`config.mk`:
```
export PLATFORM = sky130hd
export DESIGN_NAME = irq_mask_stamp_a
export DESIGN_NICKNAME = d
export VERILOG_FILES = /design/src/rtl/irq_mask_pkg.sv /design/src/rtl/irq_mask_stamp_a.sv
export SDC_FILE = /design/constraint.sdc
export NUM_CORES = 1
export LEC_CHECK = 0
export BUFFER_PORTS_ARGS = -buffer_cell sky130_fd_sc_hd__clkbuf_2
export CAP_MARGIN = 20
export CORE_MARGIN = 2
export CORE_UTILIZATION = 35
export CTS_CLUSTER_DIAMETER = 100
export DETAILED_ROUTE_END_ITERATION = 7
export SKIP_LAST_GASP = 1
export SYNTH_ARGS = -nofsm -noshare
export SYNTH_HDL_FRONTEND = slang
export SYNTH_SLANG_ARGS = --single-unit
```
`constraint.sdc`:
```
create_clock -name CORE_CLK -period 20.4 [get_ports CORE_CLK]
set_clock_uncertainty 0.15 [all_clocks]
set_input_delay 3.06 -clock CORE_CLK [delete_from_list [all_inputs] [get_ports CORE_CLK]]
set_output_delay 3.06 -clock CORE_CLK [all_outputs]
set_load 0.05 [all_outputs]
```
`src/rtl/irq_mask_pkg.sv`:
```
// Constants, types and register map of the interrupt mask and stamp A block.
// Assumes a 125 MHz core clock and a serial host link that is sampled by it.
package irq_mask_pkg;

  localparam int          ADDR_W            = 7;
  localparam int          DATA_W            = 32;
  localparam int          CMD_BITS          = 8;
  localparam int          FRAME_BITS        = CMD_BITS + DATA_W;
  localparam int          CNT_W             = 6;

  localparam logic [6:0]  OFS_STATUS_PRIMARY = 7'h08;
  localparam logic [6:0]  OFS_STATUS_PORTS   = 7'h09;
  localparam logic [6:0]  OFS_MASK_PRIMARY   = 7'h0C;
  localparam logic [6:0]  OFS_MASK_PIN_PORTS = 7'h0D;
  localparam logic [6:0]  OFS_STAMP_A_UPPER  = 7'h10;
  localparam logic [6:0]  OFS_STAMP_A_LOWER  = 7'h11;

  localparam logic [31:0] MASK_PRIMARY_RST   = 32'h00001FBF;
  localparam logic [31:0] MASK_PIN_PORTS_RST = 32'h43FA1F1A;
  localparam logic [31:0] STAMP_RST          = 32'h00000000;

  // Bits that software may change; all others hold their reset value
  localparam logic [31:0] MASK_PRIMARY_WR    = 32'h00001FBF;
  localparam logic [31:0] MASK_PIN_PORTS_WR  = 32'h01FA1F1A;

  // Primary event and mask bit positions
  localparam int BIT_CTRL_PROTECT  = 12;
  localparam int BIT_TX_CHECKSEQ   = 11;
  localparam int BIT_STAMP_C       = 10;
  localparam int BIT_STAMP_B       = 9;
  localparam int BIT_STAMP_A       = 8;
  localparam int BIT_PHY_EVENT     = 7;
  localparam int BIT_RESET_DONE    = 6;
  localparam int BIT_HEADER_FAULT  = 5;
  localparam int BIT_FRAME_LOSS    = 4;
  localparam int BIT_RX_OVERFLOW   = 3;
  localparam int BIT_TX_UNDERFLOW  = 2;
  localparam int BIT_TX_OVERFLOW   = 1;
  localparam int BIT_TX_PROTOCOL   = 0;

  // Pin mask and port event bit positions
  localparam int BIT_P2_CHECKSEQ   = 24;
  localparam int BIT_P2_GAP        = 23;
  localparam int BIT_P2_STAMP_C    = 22;
  localparam int BIT_P2_STAMP_B    = 21;
  localparam int BIT_P2_STAMP_A    = 20;
  localparam int BIT_P2_PHY        = 19;
  localparam int BIT_P2_RX_AVAIL   = 17;
  localparam int BIT_TX_FIFO_PAR   = 12;
  localparam int BIT_RX_FIFO_PAR   = 11;
  localparam int BIT_SPI_FAULT     = 10;
  localparam int BIT_P1_GAP        = 8;
  localparam int BIT_P1_RX_AVAIL   = 4;
  localparam int BIT_TX_FRAME_FIN  = 3;
  localparam int BIT_LINK_CHANGE   = 1;

  typedef enum logic [2:0] {
    LINK_IDLE = 3'b001,
    LINK_CMD  = 3'b010,
    LINK_DATA = 3'b100
  } link_state_e;

  typedef struct packed {
    logic             write;
    logic [ADDR_W-1:0] addr;
  } link_cmd_s;

endpackage : irq_mask_pkg

```
`src/rtl/irq_mask_stamp_a.sv`:
```
// Interrupt masking, footer extended-status and transmit stamp A capture.
// Assumes status registers live outside and arrive on the core clock; the
// host link pins are asynchronous and are oversampled by the core clock.
//
// Contract
// RULE1: Control protect mask blocks extended status, OA.
// RULE2: Checksum fault mask blocks interrupt output.
// RULE3: Stamp C/B/A masks block extended status.
// RULE4: PHY event mask blocks extended status.
// RULE5: Bit 6 reads zero; reset done unmaskable.
// RULE6: Header fault mask blocks extended status, OA.
// RULE7: Frame loss mask blocks extended status.
// RULE8: Receive overflow mask blocks extended status.
// RULE9: Transmit underflow mask blocks extended status.
// RULE10: Transmit overflow mask blocks extended status.
// RULE11: Transmit protocol mask blocks interrupt output.
// RULE12: Masks reset to documented all-masked values.
// RULE13: Port 2 checksum mask blocks interrupt.
// RULE14: Port 2 stamp C/B/A masks.
// RULE15: Gap fault masks for ports 2, 1.
// RULE16: Port 2 PHY event mask blocks interrupt.
// RULE17: Receive available masks, generic protocol only.
// RULE18: FIFO parity fault masks, transmit and receive.
// RULE19: Link fault mask, generic protocol only.
// RULE20: Frame finished mask, generic protocol only.
// RULE21: Link change mask blocks interrupt.
// RULE22: Read-only 64-bit stamp A, zero reset.
// RULE23: Event bits clear on host write one.
// RULE24: Interrupt asserts on any unmasked event.
// RULE25: Reserved mask bits keep reset values.
`timescale 1ns/1ps
module irq_mask_stamp_a
  import irq_mask_pkg::*;
(
  input  wire logic              CORE_CLK,
  input  wire logic              RSTN,
  input  wire logic              PROTO_OA,
  input  wire logic [DATA_W-1:0] STATUS_PRIMARY,
  input  wire logic [DATA_W-1:0] STATUS_PORTS,
  input  wire logic [63:0]       STAMP_A_IN,
  input  wire logic              STAMP_A_LOAD,
  input  wire logic              SCLK,
  input  wire logic              CS_N,
  input  wire logic              MOSI,
  output logic                   MISO,
  output logic                   MISO_OE,
  output logic                   IRQ_N,
  output logic                   EXST,
  output logic [DATA_W-1:0]      CLR_PRIMARY,
  output logic [DATA_W-1:0]      CLR_PORTS
);

  logic              rst_meta_reg;
  logic              rst_n;
  logic [2:0]        sclk_reg;
  logic [2:0]        csn_reg;
  logic [1:0]        mosi_reg;
  logic [1:0]        oa_reg;
  logic              sclk_rise;
  logic              sclk_fall;
  logic              frame_on;
  link_state_e       state_reg;
  link_state_e       state_next;
  logic [CNT_W-1:0]  bit_cnt_reg;
  logic [CMD_BITS-1:0] cmd_sh_reg;
  link_cmd_s         cmd_reg;
  logic [DATA_W-1:0] wr_sh_reg;
  logic [DATA_W-1:0] rd_sh_reg;
  logic [DATA_W-1:0] rd_word;
  logic              wr_done;
  logic [DATA_W-1:0] mask_primary_reg;
  logic [DATA_W-1:0] mask_pin_reg;
  logic [63:0]       stamp_a_reg;
  logic [DATA_W-1:0] live_primary;
  logic [DATA_W-1:0] live_ports;
  logic [DATA_W-1:0] open_primary;
  logic [DATA_W-1:0] open_ports;

  // Reset release through two flops so every register leaves reset together
  always_ff @(posedge CORE_CLK or negedge RSTN) begin
    if (!RSTN) begin
      rst_meta_reg <= 1'b0;
      rst_n        <= 1'b0;
    end else begin
      rst_meta_reg <= 1'b1;
      rst_n        <= rst_meta_reg;
    end
  end

  // Link pins are asynchronous; stage 0 is only read by stage 1
  always_ff @(posedge CORE_CLK or negedge rst_n) begin
    if (!rst_n) begin
      sclk_reg <= 3'h0;
      csn_reg  <= 3'h7;
      mosi_reg <= 2'h0;
      oa_reg   <= 2'h0;
    end else begin
      sclk_reg <= {sclk_reg[1:0], SCLK};
      csn_reg  <= {csn_reg[1:0], CS_N};
      mosi_reg <= {mosi_reg[0], MOSI};
      oa_reg   <= {oa_reg[0], PROTO_OA};
    end
  end

  assign sclk_rise = sclk_reg[1] & ~sclk_reg[2];
  assign sclk_fall = ~sclk_reg[1] & sclk_reg[2];
  assign frame_on  = ~csn_reg[1];

  always_comb begin
    state_next = state_reg;
    case (state_reg)
      LINK_IDLE: begin
        if (frame_on) begin
          state_next = LINK_CMD;
        end
      end
      LINK_CMD: begin
        if (!frame_on) begin
          state_next = LINK_IDLE;
        end else if (sclk_rise && bit_cnt_reg == CNT_W'(CMD_BITS - 1)) begin
          state_next = LINK_DATA;
        end
      end
      LINK_DATA: begin
        if (!frame_on) begin
          state_next = LINK_IDLE;
        end
      end
      default: begin
        state_next = LINK_IDLE;
      end
    endcase
  end

  always_ff @(posedge CORE_CLK or negedge rst_n) begin
    if (!rst_n) begin
      state_reg <= LINK_IDLE;
    end else begin
      state_reg <= state_next;
    end
  end

  // Bits beyond a full frame are ignored so a long select cannot rewrite
  always_ff @(posedge CORE_CLK or negedge rst_n) begin
    if (!rst_n) begin
      bit_cnt_reg <= '0;
    end else if (!frame_on) begin
      bit_cnt_reg <= '0;
    end else if (sclk_rise && bit_cnt_reg != CNT_W'(FRAME_BITS)) begin
      bit_cnt_reg <= bit_cnt_reg + CNT_W'(1);
    end
  end

  always_ff @(posedge CORE_CLK or negedge rst_n) begin
    if (!rst_n) begin
      cmd_sh_reg <= '0;
      cmd_reg    <= '0;
    end else if (state_reg == LINK_CMD && sclk_rise) begin
      cmd_sh_reg <= {cmd_sh_reg[CMD_BITS-2:0], mosi_reg[1]};
      if (bit_cnt_reg == CNT_W'(CMD_BITS - 1)) begin
        cmd_reg <= link_cmd_s'({cmd_sh_reg[CMD_BITS-2:0], mosi_reg[1]});
      end
    end
  end

  always_ff @(posedge CORE_CLK or negedge rst_n) begin
    if (!rst_n) begin
      wr_sh_reg <= '0;
    end else if (state_reg == LINK_DATA && sclk_rise) begin
      wr_sh_reg <= {wr_sh_reg[DATA_W-2:0], mosi_reg[1]};
    end
  end

  assign wr_done = (state_reg == LINK_DATA) && sclk_rise && cmd_reg.write &&
                   (bit_cnt_reg == CNT_W'(FRAME_BITS - 1));

  // Read word is chosen from the address just received
  always_comb begin
    rd_word = '0;
    case (cmd_reg.addr)
      OFS_MASK_PRIMARY:   rd_word = mask_primary_reg;
      OFS_MASK_PIN_PORTS: rd_word = mask_pin_reg;
      OFS_STAMP_A_UPPER:  rd_word = stamp_a_reg[63:32]; // RULE22
      OFS_STAMP_A_LOWER:  rd_word = stamp_a_reg[31:0]; // RULE22
      OFS_STATUS_PRIMARY: rd_word = STATUS_PRIMARY;
      OFS_STATUS_PORTS:   rd_word = STATUS_PORTS;
      default:            rd_word = '0;
    endcase
  end

  // Word is loaded one cycle after the command lands, well before the next fall
  always_ff @(posedge CORE_CLK or negedge rst_n) begin
    if (!rst_n) begin
      rd_sh_reg <= '0;
      MISO      <= 1'b0;
      MISO_OE   <= 1'b0;
    end else begin
      MISO_OE <= frame_on;
      if (!frame_on) begin
        MISO <= 1'b0;
      end else if (state_reg == LINK_CMD && state_next == LINK_DATA) begin
        rd_sh_reg <= '0;
      end else if (state_reg == LINK_DATA && bit_cnt_reg == CNT_W'(CMD_BITS) &&
                   !sclk_fall && rd_sh_reg == '0 && MISO == 1'b0) begin
        rd_sh_reg <= rd_word;
      end else if (state_reg == LINK_DATA && sclk_fall) begin
        MISO      <= rd_sh_reg[DATA_W-1];
        rd_sh_reg <= {rd_sh_reg[DATA_W-2:0], 1'b0};
      end
    end
  end

  // Writable bits take the host word; reserved ones are forced back
  always_ff @(posedge CORE_CLK or negedge rst_n) begin
    if (!rst_n) begin
      mask_primary_reg <= MASK_PRIMARY_RST; // RULE12
      mask_pin_reg     <= MASK_PIN_PORTS_RST; // RULE12
    end else if (wr_done) begin
      if (cmd_reg.addr == OFS_MASK_PRIMARY) begin
        mask_primary_reg <= ({wr_sh_reg[DATA_W-2:0], mosi_reg[1]} & MASK_PRIMARY_WR) |
                            (MASK_PRIMARY_RST & ~MASK_PRIMARY_WR); // RULE5 RULE25
      end
      if (cmd_reg.addr == OFS_MASK_PIN_PORTS) begin
        mask_pin_reg <= ({wr_sh_reg[DATA_W-2:0], mosi_reg[1]} & MASK_PIN_PORTS_WR) |
                        (MASK_PIN_PORTS_RST & ~MASK_PIN_PORTS_WR); // RULE25
      end
    end
  end

  // Write-one-to-clear strobes for the external status registers
  always_ff @(posedge CORE_CLK or negedge rst_n) begin
    if (!rst_n) begin
      CLR_PRIMARY <= '0;
      CLR_PORTS   <= '0;
    end else begin
      CLR_PRIMARY <= (wr_done && cmd_reg.addr == OFS_STATUS_PRIMARY) ?
                     {wr_sh_reg[DATA_W-2:0], mosi_reg[1]} : '0; // RULE23
      CLR_PORTS   <= (wr_done && cmd_reg.addr == OFS_STATUS_PORTS) ?
                     {wr_sh_reg[DATA_W-2:0], mosi_reg[1]} : '0; // RULE23
    end
  end

  always_ff @(posedge CORE_CLK or negedge rst_n) begin
    if (!rst_n) begin
      stamp_a_reg <= {STAMP_RST, STAMP_RST};
    end else if (STAMP_A_LOAD) begin
      stamp_a_reg <= STAMP_A_IN; // RULE22
    end
  end

  // Protocol-specific events are dropped when the other protocol is active
  always_comb begin
    live_primary = STATUS_PRIMARY;
    live_ports   = STATUS_PORTS;
    live_primary[BIT_RESET_DONE] = 1'b0;
    if (oa_reg[1]) begin
      live_ports[BIT_P2_RX_AVAIL]  = 1'b0; // RULE17
      live_ports[BIT_P1_RX_AVAIL]  = 1'b0; // RULE17
      live_ports[BIT_SPI_FAULT]    = 1'b0; // RULE19
      live_ports[BIT_TX_FRAME_FIN] = 1'b0; // RULE20
    end else begin
      live_primary[BIT_CTRL_PROTECT] = 1'b0; // RULE1
      live_primary[BIT_HEADER_FAULT] = 1'b0; // RULE6
    end
  end

  // One gate per bit; the mask layout places each mask over its event
  genvar gi;
  generate
    for (gi = 0; gi < DATA_W; gi++) begin : g_gate
      // RULE1 RULE2 RULE3 RULE4 RULE6 RULE7 RULE8 RULE9 RULE10 RULE11
      assign open_primary[gi] = live_primary[gi] & ~mask_primary_reg[gi];
      // RULE13 RULE14 RULE15 RULE16 RULE17 RULE18 RULE19 RULE20 RULE21
      assign open_ports[gi]   = live_ports[gi] & ~mask_pin_reg[gi];
    end
  endgenerate

  always_ff @(posedge CORE_CLK or negedge rst_n) begin
    if (!rst_n) begin
      IRQ_N <= 1'b1;
      EXST  <= 1'b0;
    end else begin
      IRQ_N <= ~(STATUS_PRIMARY[BIT_RESET_DONE] | (|open_primary) |
                 (|open_ports)); // RULE5 RULE24
      EXST  <= STATUS_PRIMARY[BIT_RESET_DONE] | (|open_primary);
    end
  end

endmodule : irq_mask_stamp_a

```
==> results of run 1 <==
## synth_stat cells (4+ instances only)
cell | instances | area [um^2]
mux4_2 | 7 | 157.7
o22ai_1 | 31 | 193.9
or4_1 | 6 | 45.04
nand2_1 | 16 | 60.06
a22oi_1 | 7 | 52.55
nand2b_1 | 4 | 25.02
mux2i_1 | 46 | 460.4
a221oi_1 | 4 | 35.03
a21oi_1 | 9 | 45.04
o2bb2ai_1 | 35 | 306.5
and2_1 | 64 | 400.4
nand3_1 | 5 | 25.02
nor2b_1 | 4 | 25.02
mux2_2 | 141 | 1588
nor3b_1 | 4 | 30.03
dfstp_2 | 31 | 814.5
o21ai_0 | 8 | 40.04
a31oi_1 | 24 | 150.1
inv_1 | 38 | 142.6
nand3b_1 | 7 | 52.55
dfrtp_1 | 226 | 5655
nand4_1 | 5 | 31.28
nor3_1 | 4 | 20.02
buf_1 | 11 | 41.29
nor4_1 | 18 | 112.6
nor2_1 | 20 | 75.07
clkbuf_1 | 37 | 138.9
## report_power, final
part	total (W)	internal, W	switching (W)	leakage (nW)
logic	0.0000605	0.0000294	0.0000311	2.41
registers	0.000539	0.000527	0.0000116	3.29
clock network	0.000553	0.000333	0.000220	0.502
## kinds of logic (layout without fill, tap and decap cells)
group	Yosys count	after routing	synth area share
buf+inv	89	309	0.03060
fa+ha+maj	2	2	0.002267
compound gates	135	135	0.08785
xor+xnor	6	6	0.004762
other cells	1	2	0.0003397
simple gates	164	164	0.08819
mux	194	194	0.1998
flops	257	257	0.5861
## final timing paths
check / from / endpoint / slack, ns / depth (start not counted)
worst max-delay path: IRQ_N / IRQ_N / 15.78 / 1
worst min-delay path: rst_n / stamp_a_reg[4] / 0.20 / 0
worst max register to register: state_reg[1] / mask_pin_reg[8] / 17.14 / 4
worst min register to register: rst_n / stamp_a_reg[4] / 0.20 / 0
max in group asynchronous: rst_n / cmd_reg[0] / 17.76 / 2
min in group CORE_CLK: oa_reg[0] / oa_reg[1] / 0.20 / 0
## worst register-to-register path: cells and delay by family, from the launching register on
family,cells,cell delay (ns)
simple gates,3,2.02
mux,1,0.59
flops,1,0.43
## routing by layer
layer  vias to the layer above  share of wire  GRT usage
li1                       3485              -          -
met1                      3782           0.44     0.2442
met2                       193           0.49     0.3018
met3                        50          0.051    0.03430
met4                         6          0.023    0.05171
met5                         -         0.0016          0
## area by class of cell
type / count / share of cell area
Clock inverter: 17 / 0.01669
Tap cell: 402 / 0.03706
Timing Repair Buffer: 217 / 0.08510
Antenna cell: 1 / 0.0001844
Clock buffer: 37 / 0.05938
Inverter: 38 / 0.01051
Sequential cell: 257 / 0.4772
Multi-Input combinational cell: 502 / 0.3138
## metrics by stage
| stage | instances | util | setup slack, ns | total power [W] |
|---|---|---|---|---|
| finish | 1471 | 0.4334 | 15.78 | 0.001152 |
| global route | 1471 | 0.4334 | 15.76 | 0.001194 |
| CTS | 1470 | 0.4333 | 15.76 | 0.001165 |
| detailed placement | 1416 | 0.4004 | 15.49 | 0.0006090 |
| global placement | 1413 | 0.3986 | 15.54 | 0.0006072 |
| floorplan | 848 | - | 12.61 | 0.0005781 |
==> metrics.txt, run 1 <==
status completed; TritonCTS clock tree built; largest net degree at the start of global routing 78; Final Hold Vio Count 0; design area 0.01357 mm^2; synth warn 0; Area Growth Syn to Fin 22.94%; max incr delay on CP 0.57 ns; Setup TNS 0 ns; DRT iter0 DRCs 421; Power Density 84.86 mW/mm^2; Post-Route WL 30240 um; RD Place Congestion 0.7982; most frequent cells in the layout dfrtp_1 (223), clkbuf_2 (202), mux2_2 (141); WHS 0.1983 ns; # clock sinks 257; HP Class reg2async; Multi-input gate area 0.004259 mm^2; commonest non-fill, non-tap cell in the layout dfrtp_1; dpl hpwl 21390 um; I/O Buffers 202; Most used DFF post-synth dfrtp_1; cts repair resizes 0; CTS Hold Buffers Added 0; worst path bufs/invs 1; kind of critical path reg2out; CTS max path bufs 3; FF+latch count, synth 257; Post-synth ARST share 1.000; First-pass DRT Iterations 5; IO Count 203; final setup fails 0; die footprint 0.03297 mm^2; initial antenna violation count 6; Leak 6.198 nW; cts bufs inserted 29; starting density of the core 0.3525; fin crit period 4.617 ns; CP endpoint kind output port; Skew-Pair Late Insertion Delay 0.56 ns; Arr. time, crit path 1.41 ns; vias in the first global route 7738; Cells after Synth 848; Post-synth EDFFs 0; routed len/inst 20.56 um; CP top delay family flip-flops; Fill cells 2956; via count 7516; GRT Total Usage 0.1819; period utilization 0.2263; Core Region 0.03131 mm^2; RSZ-0062 raised after global routing no; max-cap viol count 0; share of cells above drive strength 1 0.4260; clock slew at reported path FFs 0.06 ns; CP max stage cell dfstp_2; clock root buffer clkbuf_16; Netlist Area Pre-Place 0.01104 mm^2; fmax 216.6 MHz; DRC violations left 0; number of H-tree levels 1; global-route wire length before repair 46350 um; nets@finish 1182; worst-path cell chain clkbuf_2; Avg Inst Size Synth 13.02 um^2; worst vdd ir 0.00005602 V; Slew Viols, Final 0; post-CTS setup buffer count 0; Detail Route Antenna Nets 0; Slew HR 0.2740; sequential fraction of the synthesis area 0.5861; Worst Max-Slew Pin Slew 1.089 ns; grt ovf 0; Die H 181.6 um; Via density 5.109; Critical Path Source Type flip-flop; FP Rows 65; die width 181.6 um; Post-Syn Nets 985; max reg flops 64; post-synth cell types 50; worst-path maximum fanout 1; placed inst area 0.01254 mm^2; Worst EP required 17.19 ns; register area 0.006476 mm^2
(Power assumes the default switching activity.)
==> inputs of run 2 (changes only) <==
Settings changed: ABC_AREA from default to 1.
Clock period 20.4 ns to 4.3 ns, I/O delays scaled along.
==> metrics.txt, run 2 <==
Setup TNS 0 ns (unchanged); Clock power frac 0.434 (-0.046); largest net degree at the start of global routing 91 (+17%); Cells after Synth 1342 (+58%); Post-synth EDFFs 0 (unchanged); Slew HR 0.3436 (+0.06959); Die H 183.8 um (+1.2%); nets@finish 1671 (+41%); sequential fraction of the synthesis area 0.5721 (-0.01407); DRC violations left 0 (unchanged); FP Rows 65 (unchanged); Area contributors post-synth dfrtp_1 (50%), nand2_1 (15%), dfstp_2 (7.2%), nor2_1 (5.2%), o21ai_0 (4.5%); I/O Buffers 202 (unchanged); Netlist Area Pre-Place 0.01131 mm^2 (+2.5%); max-cap viol count 0 (unchanged); Most used DFF post-synth dfrtp_1; First-pass DRT Iterations 5 (unchanged); most used cell along the critical path nand2_1; TritonCTS clock tree built; kind of critical path reg2reg; post-synth top area cell dfrtp_1; total power draw 0.005788 W (+400%); CP max stage cell inv_1; post-synth cell types 33 (-34%); CP endpoint kind flip-flop; internal power 0.004344 W (+390%); Worst Max-Slew Pin Slew 0.9823 ns (-0.1068 ns); Core Region 0.03172 mm^2 (+1.3%); post-CTS setup buffer count 0 (unchanged); global-route wire length before repair 51650 um (+11%); Skew-Pair Late Insertion Delay 0.56 ns (about the same); # clock sinks 257 (unchanged); Leak 6.620 nW (+6.8%); post-synth top area share 0.5001 (-0.01230); worst-path maximum fanout 21 (+20); dpl hpwl 24220 um (+13%); CP top delay family buffers and inverters; Arr. time, crit path 3.04 ns (+1.63 ns); max incr delay on CP 0.53 ns (-0.04 ns); commonest non-fill, non-tap cell in the layout nand2_1; worst path bufs/invs 3 (+2); Post-Route WL 33020 um (+9.2%); most frequent cells in the layout nand2_1 (450), dfrtp_1 (225), clkbuf_2 (201); sw power 0.001444 W (+450%); routed len/inst 16.86 um (-18%); Combinational Power Share 0.088 (+0.035); Slew Viols, Final 0 (unchanged); Post-synth ARST share 1.000 (unchanged); initial antenna violation count 3 (-3); Post-Syn Nets 1479 (+50%); HP Class in2reg; fmax 369.4 MHz; top cells by count, synth nand2_1 (450), dfrtp_1 (226), nor2_1 (158); WHS 0.03541 ns (-0.1629 ns); Area Growth Syn to Fin 20.90%; die width 183.8 um (+1.2%); Ant. Diodes 0 (-1); DRT iter0 DRCs 731 (+74%); IO Count 203 (unchanged); Power Density 423.3 mW/mm^2 (+400%); worst vdd ir 0.0002686 V (+380%); Fill cells 3200 (+8.3%); share of cells above drive strength 1 0.2256 (-0.2005); RSZ-0062 raised after global routing no; FF+latch count, synth 257 (unchanged); clock slew at reported path FFs 0.06 ns (about the same); CTS max path bufs 3 (unchanged); RD Place Congestion 0.8542 (+7.0%); period utilization 0.6296; final core utilization 0.4311 (-0.002322); number of H-tree levels 1 (unchanged); switching share of total power 0.2495 (+0.02144); Final Hold Vio Count 0 (unchanged); via count 9441 (+26%); die footprint 0.03377 mm^2 (+2.4%); Detail Route Antenna Nets 0 (unchanged); starting density of the core 0.3566 (+0.004041); Via density 4.822 (-5.6%); Seq pwr share 0.477 (+0.009); fin crit period 2.707 ns; Worst EP required 4.63 ns (-12.56 ns); synth warn 0 (unchanged); clock root buffer clkbuf_16; final setup fails 0 (unchanged); Avg Inst Size Synth 8.427 um^2 (-35%); status completed; count leader, synth nand2_1; grt ovf 0 (unchanged); worst-path cell chain inv_2 -> nand3_1 -> inv_1 -> nand2_2 -> inv_1 -> nand2_1 -> nand4_1 -> nand2_1 -> nand2_1 -> nand2_1 -> nand2_1; vias in the first global route 9422 (+22%); Critical Path Source Type flip-flop; GRT Total Usage 0.1953 (+0.01339); max reg flops 64 (unchanged); cts bufs inserted 29 (unchanged)
[run 2: changes by cell type in the layout (fill, tap and decap cells not counted), moves of 64 or more]
cell,before,now
nand2_1,16,450
nor2_1,20,158
mux2_2,141,44
inv_1,38,131
o21ai_0,8,101
and2_1,64,0
[run 2: metal layers]
metal  track usage  routed length (um)
met5             0                  35
met4       0.05824                 931
met3       0.05170                2455
met2        0.3147               15430
met1        0.2585               14160
[run 2: metrics by stage]
step	cells	worst slack [ns]	area [um^2]
4_1_cts	1958	1.532	13670
3_5_place_dp	1904	1.537	12680
5_1_grt	1958	1.380	13670
6_report	1958	1.593	13670
2_1_floorplan	1342	1.588	11310
3_3_place_gp	1904	1.601	12680
[run 2: final cells by class]
class / count / area, um^2 / area share
inverters: 143 / 536.8 / 0.03926
flip-flops and latches: 257 / 6474 / 0.4735
well taps: 402 / 503.0 / 0.03679
repair buffers: 212 / 1114 / 0.08144
clock buffers: 47 / 883.3 / 0.06460
multi-input cells: 891 / 4068 / 0.2975
clock inverters: 6 / 95.09 / 0.006955
[run 2: cell families (layout without fill, tap and decap cells)]
kind of cell    count (synthesis)  in the layout  synth area share
mux                            44             44           0.04381
other cells                     1              1         0.0003316
buf+inv                       194            408           0.06826
flops                         257            257            0.5721
fa+ha+maj                       2              2          0.002212
compound gates                148            148           0.06715
simple gates                  696            696            0.2462
[run 2: power by group through the flow]
stage / Sequential [W] / Clock (W) / Combinational, W
global route: 0.00279 / 0.00266 / 0.000594
floorplan: 0.00279 / 0 / 0.000322
detailed placement: 0.00280 / 0 / 0.000512
finish: 0.00276 / 0.00251 / 0.000510
global placement: 0.00279 / 0 / 0.000499
CTS: 0.00276 / 0.00256 / 0.000517
[run 2: worst paths after layout]
path	start	to	slack, ns	depth (start not counted)
hold reg to reg	rst_meta_reg	rst_n	0.20	0
setup reg to reg	cmd_reg[6]	rd_sh_reg[31]	1.59	11
min in group asynchronous	rst_n	stamp_a_reg[40]	0.23	0
setup / recovery	cmd_reg[6]	rd_sh_reg[31]	1.59	11
max in group asynchronous	rst_n	CLR_PRIMARY[18]	2.80	1
hold / removal	CS_N	csn_reg[0]	0.04	1
[run 2: repair_timing]
item                      4_1_cts  5_1_grt
resized for setup               0        0
hold buffers                    1        0
hold endpoints to repair        2        0
==> inputs of run 3 (changes only) <==
Clock period 4.3 ns to 2.6 ns, I/O delays scaled along.
==> metrics.txt, run 3 (same netlist as run 2, synthesis figures left out) <==
Die H 183.8 um (unchanged); Slew Viols, Final 0 (unchanged); # clock sinks 257 (unchanged); worst path bufs/invs 2 (-1); Slew HR 0.5270 (+0.1834); Leak 7.043 nW (+6.4%); HP Class reg2async; fmax 430.8 MHz (+17%); placed cell count 1923 (+1.0%); Via density 4.754 (-1.4%); First-pass DRT Iterations 5 (unchanged); clock root buffer clkbuf_16; Arr. time, crit path 2.67 ns (-0.37 ns); GRT Total Usage 0.2030 (+0.007725); met1 GRT Util 0.2655 (+0.006962); critical path depth 12 (+1); IO Count 203 (unchanged); nets@finish 1761 (+5.4%); max-cap viol count 0 (unchanged); Critical Path Source Type flip-flop; fin crit period 2.321 ns (-0.3862 ns); final setup fails 0 (unchanged); period utilization 0.8927 (+0.2631); final core utilization 0.4609 (+0.02978); most used cell along the critical path nand2_1; die width 183.8 um (unchanged); cts bufs inserted 30 (+3.4%); dpl hpwl 24390 um (+0.73%); die footprint 0.03377 mm^2 (unchanged); Skew-Pair Late Insertion Delay 0.56 ns (about the same); kind of critical path reg2reg; TritonCTS clock tree built; number of H-tree levels 1 (unchanged); max reg flops 64 (unchanged); CTS max path bufs 3 (unchanged); share of cells above drive strength 1 0.2257 (about the same); DRT iter0 DRCs 806 (+10%); Worst EP required 2.95 ns (-1.68 ns); routed len/inst 16.71 um (-0.91%); DP Worst Slack 0.2269 ns (-1.310 ns); largest net degree at the start of global routing 74 (-19%); max incr delay on CP 0.40 ns (-0.13 ns); initial antenna violation count 4 (+1); fin cells 2052 (+4.8%); FP Rows 65 (unchanged); Detail Route Antenna Nets 0 (unchanged); commonest non-fill, non-tap cell in the layout nand2_1; clock slew at reported path FFs 0.06 ns (about the same); CP max stage cell dfrtp_1; GRT met2 Usage 0.3223 (+0.007547); worst-path cell chain inv_1 -> ha_1 -> nand3_1 -> nor2_1 -> nand2_1 -> nor2_1 -> nand2_1 -> nand3_1 -> nand2_2 -> inv_2 -> nand2_1 -> nand2_1; Setup TNS 0 ns (unchanged); Final Hold Vio Count 0 (unchanged); gr busiest metal met2; grt ovf 0 (unchanged); met3 usage 0.05943 (+0.007726); Worst Max-Slew Pin Slew 0.7069 ns (-0.2754 ns); RSZ-0062 raised after global routing no; Area Growth Syn to Fin 29.25%; status completed; worst-case reg-to-reg path depth 12 (+1); post-CTS setup buffer count 0 (unchanged); starting density of the core 0.3566 (unchanged); global-route wire length before repair 53370 um (+3.3%); Setup WS post-layout 0.2789 ns (-1.314 ns); Fill cells 3130 (-2.2%); worst-path maximum fanout 20 (-4.8%); worst vdd ir 0.0008609 V (+220%); CP endpoint kind flip-flop; Core Region 0.03172 mm^2 (unchanged); CP top delay family simple AND/OR/NAND/NOR gates; RD Place Congestion 0.8709 (+2.0%); via count 9756 (+3.3%); vias in the first global route 9845 (+4.5%); I/O Buffers 202 (unchanged); Post-Route WL 34290 um (+3.8%); Power Density 674.9 mW/mm^2 (+59%); most frequent cells in the layout nand2_1 (450), dfrtp_1 (225), clkbuf_2 (201); DRC violations left 0 (unchanged)
-- run 3: changes by cell type in the layout (fill, tap and decap cells not counted), sizes merged --
cell / change
dlygate4sd3: +70
buf: +19
diode: +2
bufinv: +1
clkbuf: +1
clkinv: +1
-- run 3: per-layer routing --
metal	wire length (um)	share of wire
met3	2724	0.079
met5	24	0.00070
met2	16120	0.47
met4	1060	0.031
met1	14350	0.42
-- run 3: path summary, 6_finish.rpt --
kind | end | start | slack (ns)
setup / recovery | rd_sh_reg[14] | bit_cnt_reg[0] | 0.28
hold / removal | CLR_PORTS[23] | rst_n | 0.06
setup reg to reg | rd_sh_reg[14] | bit_cnt_reg[0] | 0.28
hold reg to reg | CLR_PORTS[23] | rst_n | 0.06
max in group asynchronous | mask_pin_reg[3] | rst_n | 1.51
min in group CORE_CLK | stamp_a_reg[43] | STAMP_A_LOAD | 0.09
-- run 3: layout make-up --
class                   count  area [um^2]  area share
flip-flops and latches    257         6474      0.4429
clock inverters             8        122.6    0.008388
diodes                      2        5.005   0.0003424
multi-input cells         891         4073      0.2786
repair buffers            301         1994      0.1364
well taps                 402        503.0     0.03441
clock buffers              48        909.6     0.06223
inverters                 143        536.8     0.03672
-- run 3: metrics by stage --
stage	hold WS, ns	area [um^2]	power, W
after floorplan	-0.05559	11310	0.005138
after global placement	0.02860	12860	0.005490
after detailed placement	0.02908	12860	0.005509
after CTS	0.06538	14610	0.009969
after global routing	0.08063	14620	0.01033
final	0.05522	14620	0.009865
-- run 3: what timing repair did --
action,in CTS,in global routing
resized for setup,0,1
hold buffers,71,0
endpoints found under the hold margin,71,0
setup endpoints to repair,0,11
-- run 3: power breakdown --
group | internal [W] | total [W] | switching (W) | leakage, nW
clock | 0.00268 | 0.00433 | 0.00165 | 0.507
combinational | 0.000429 | 0.000960 | 0.000531 | 3.36
sequential | 0.00432 | 0.00458 | 0.000253 | 3.18
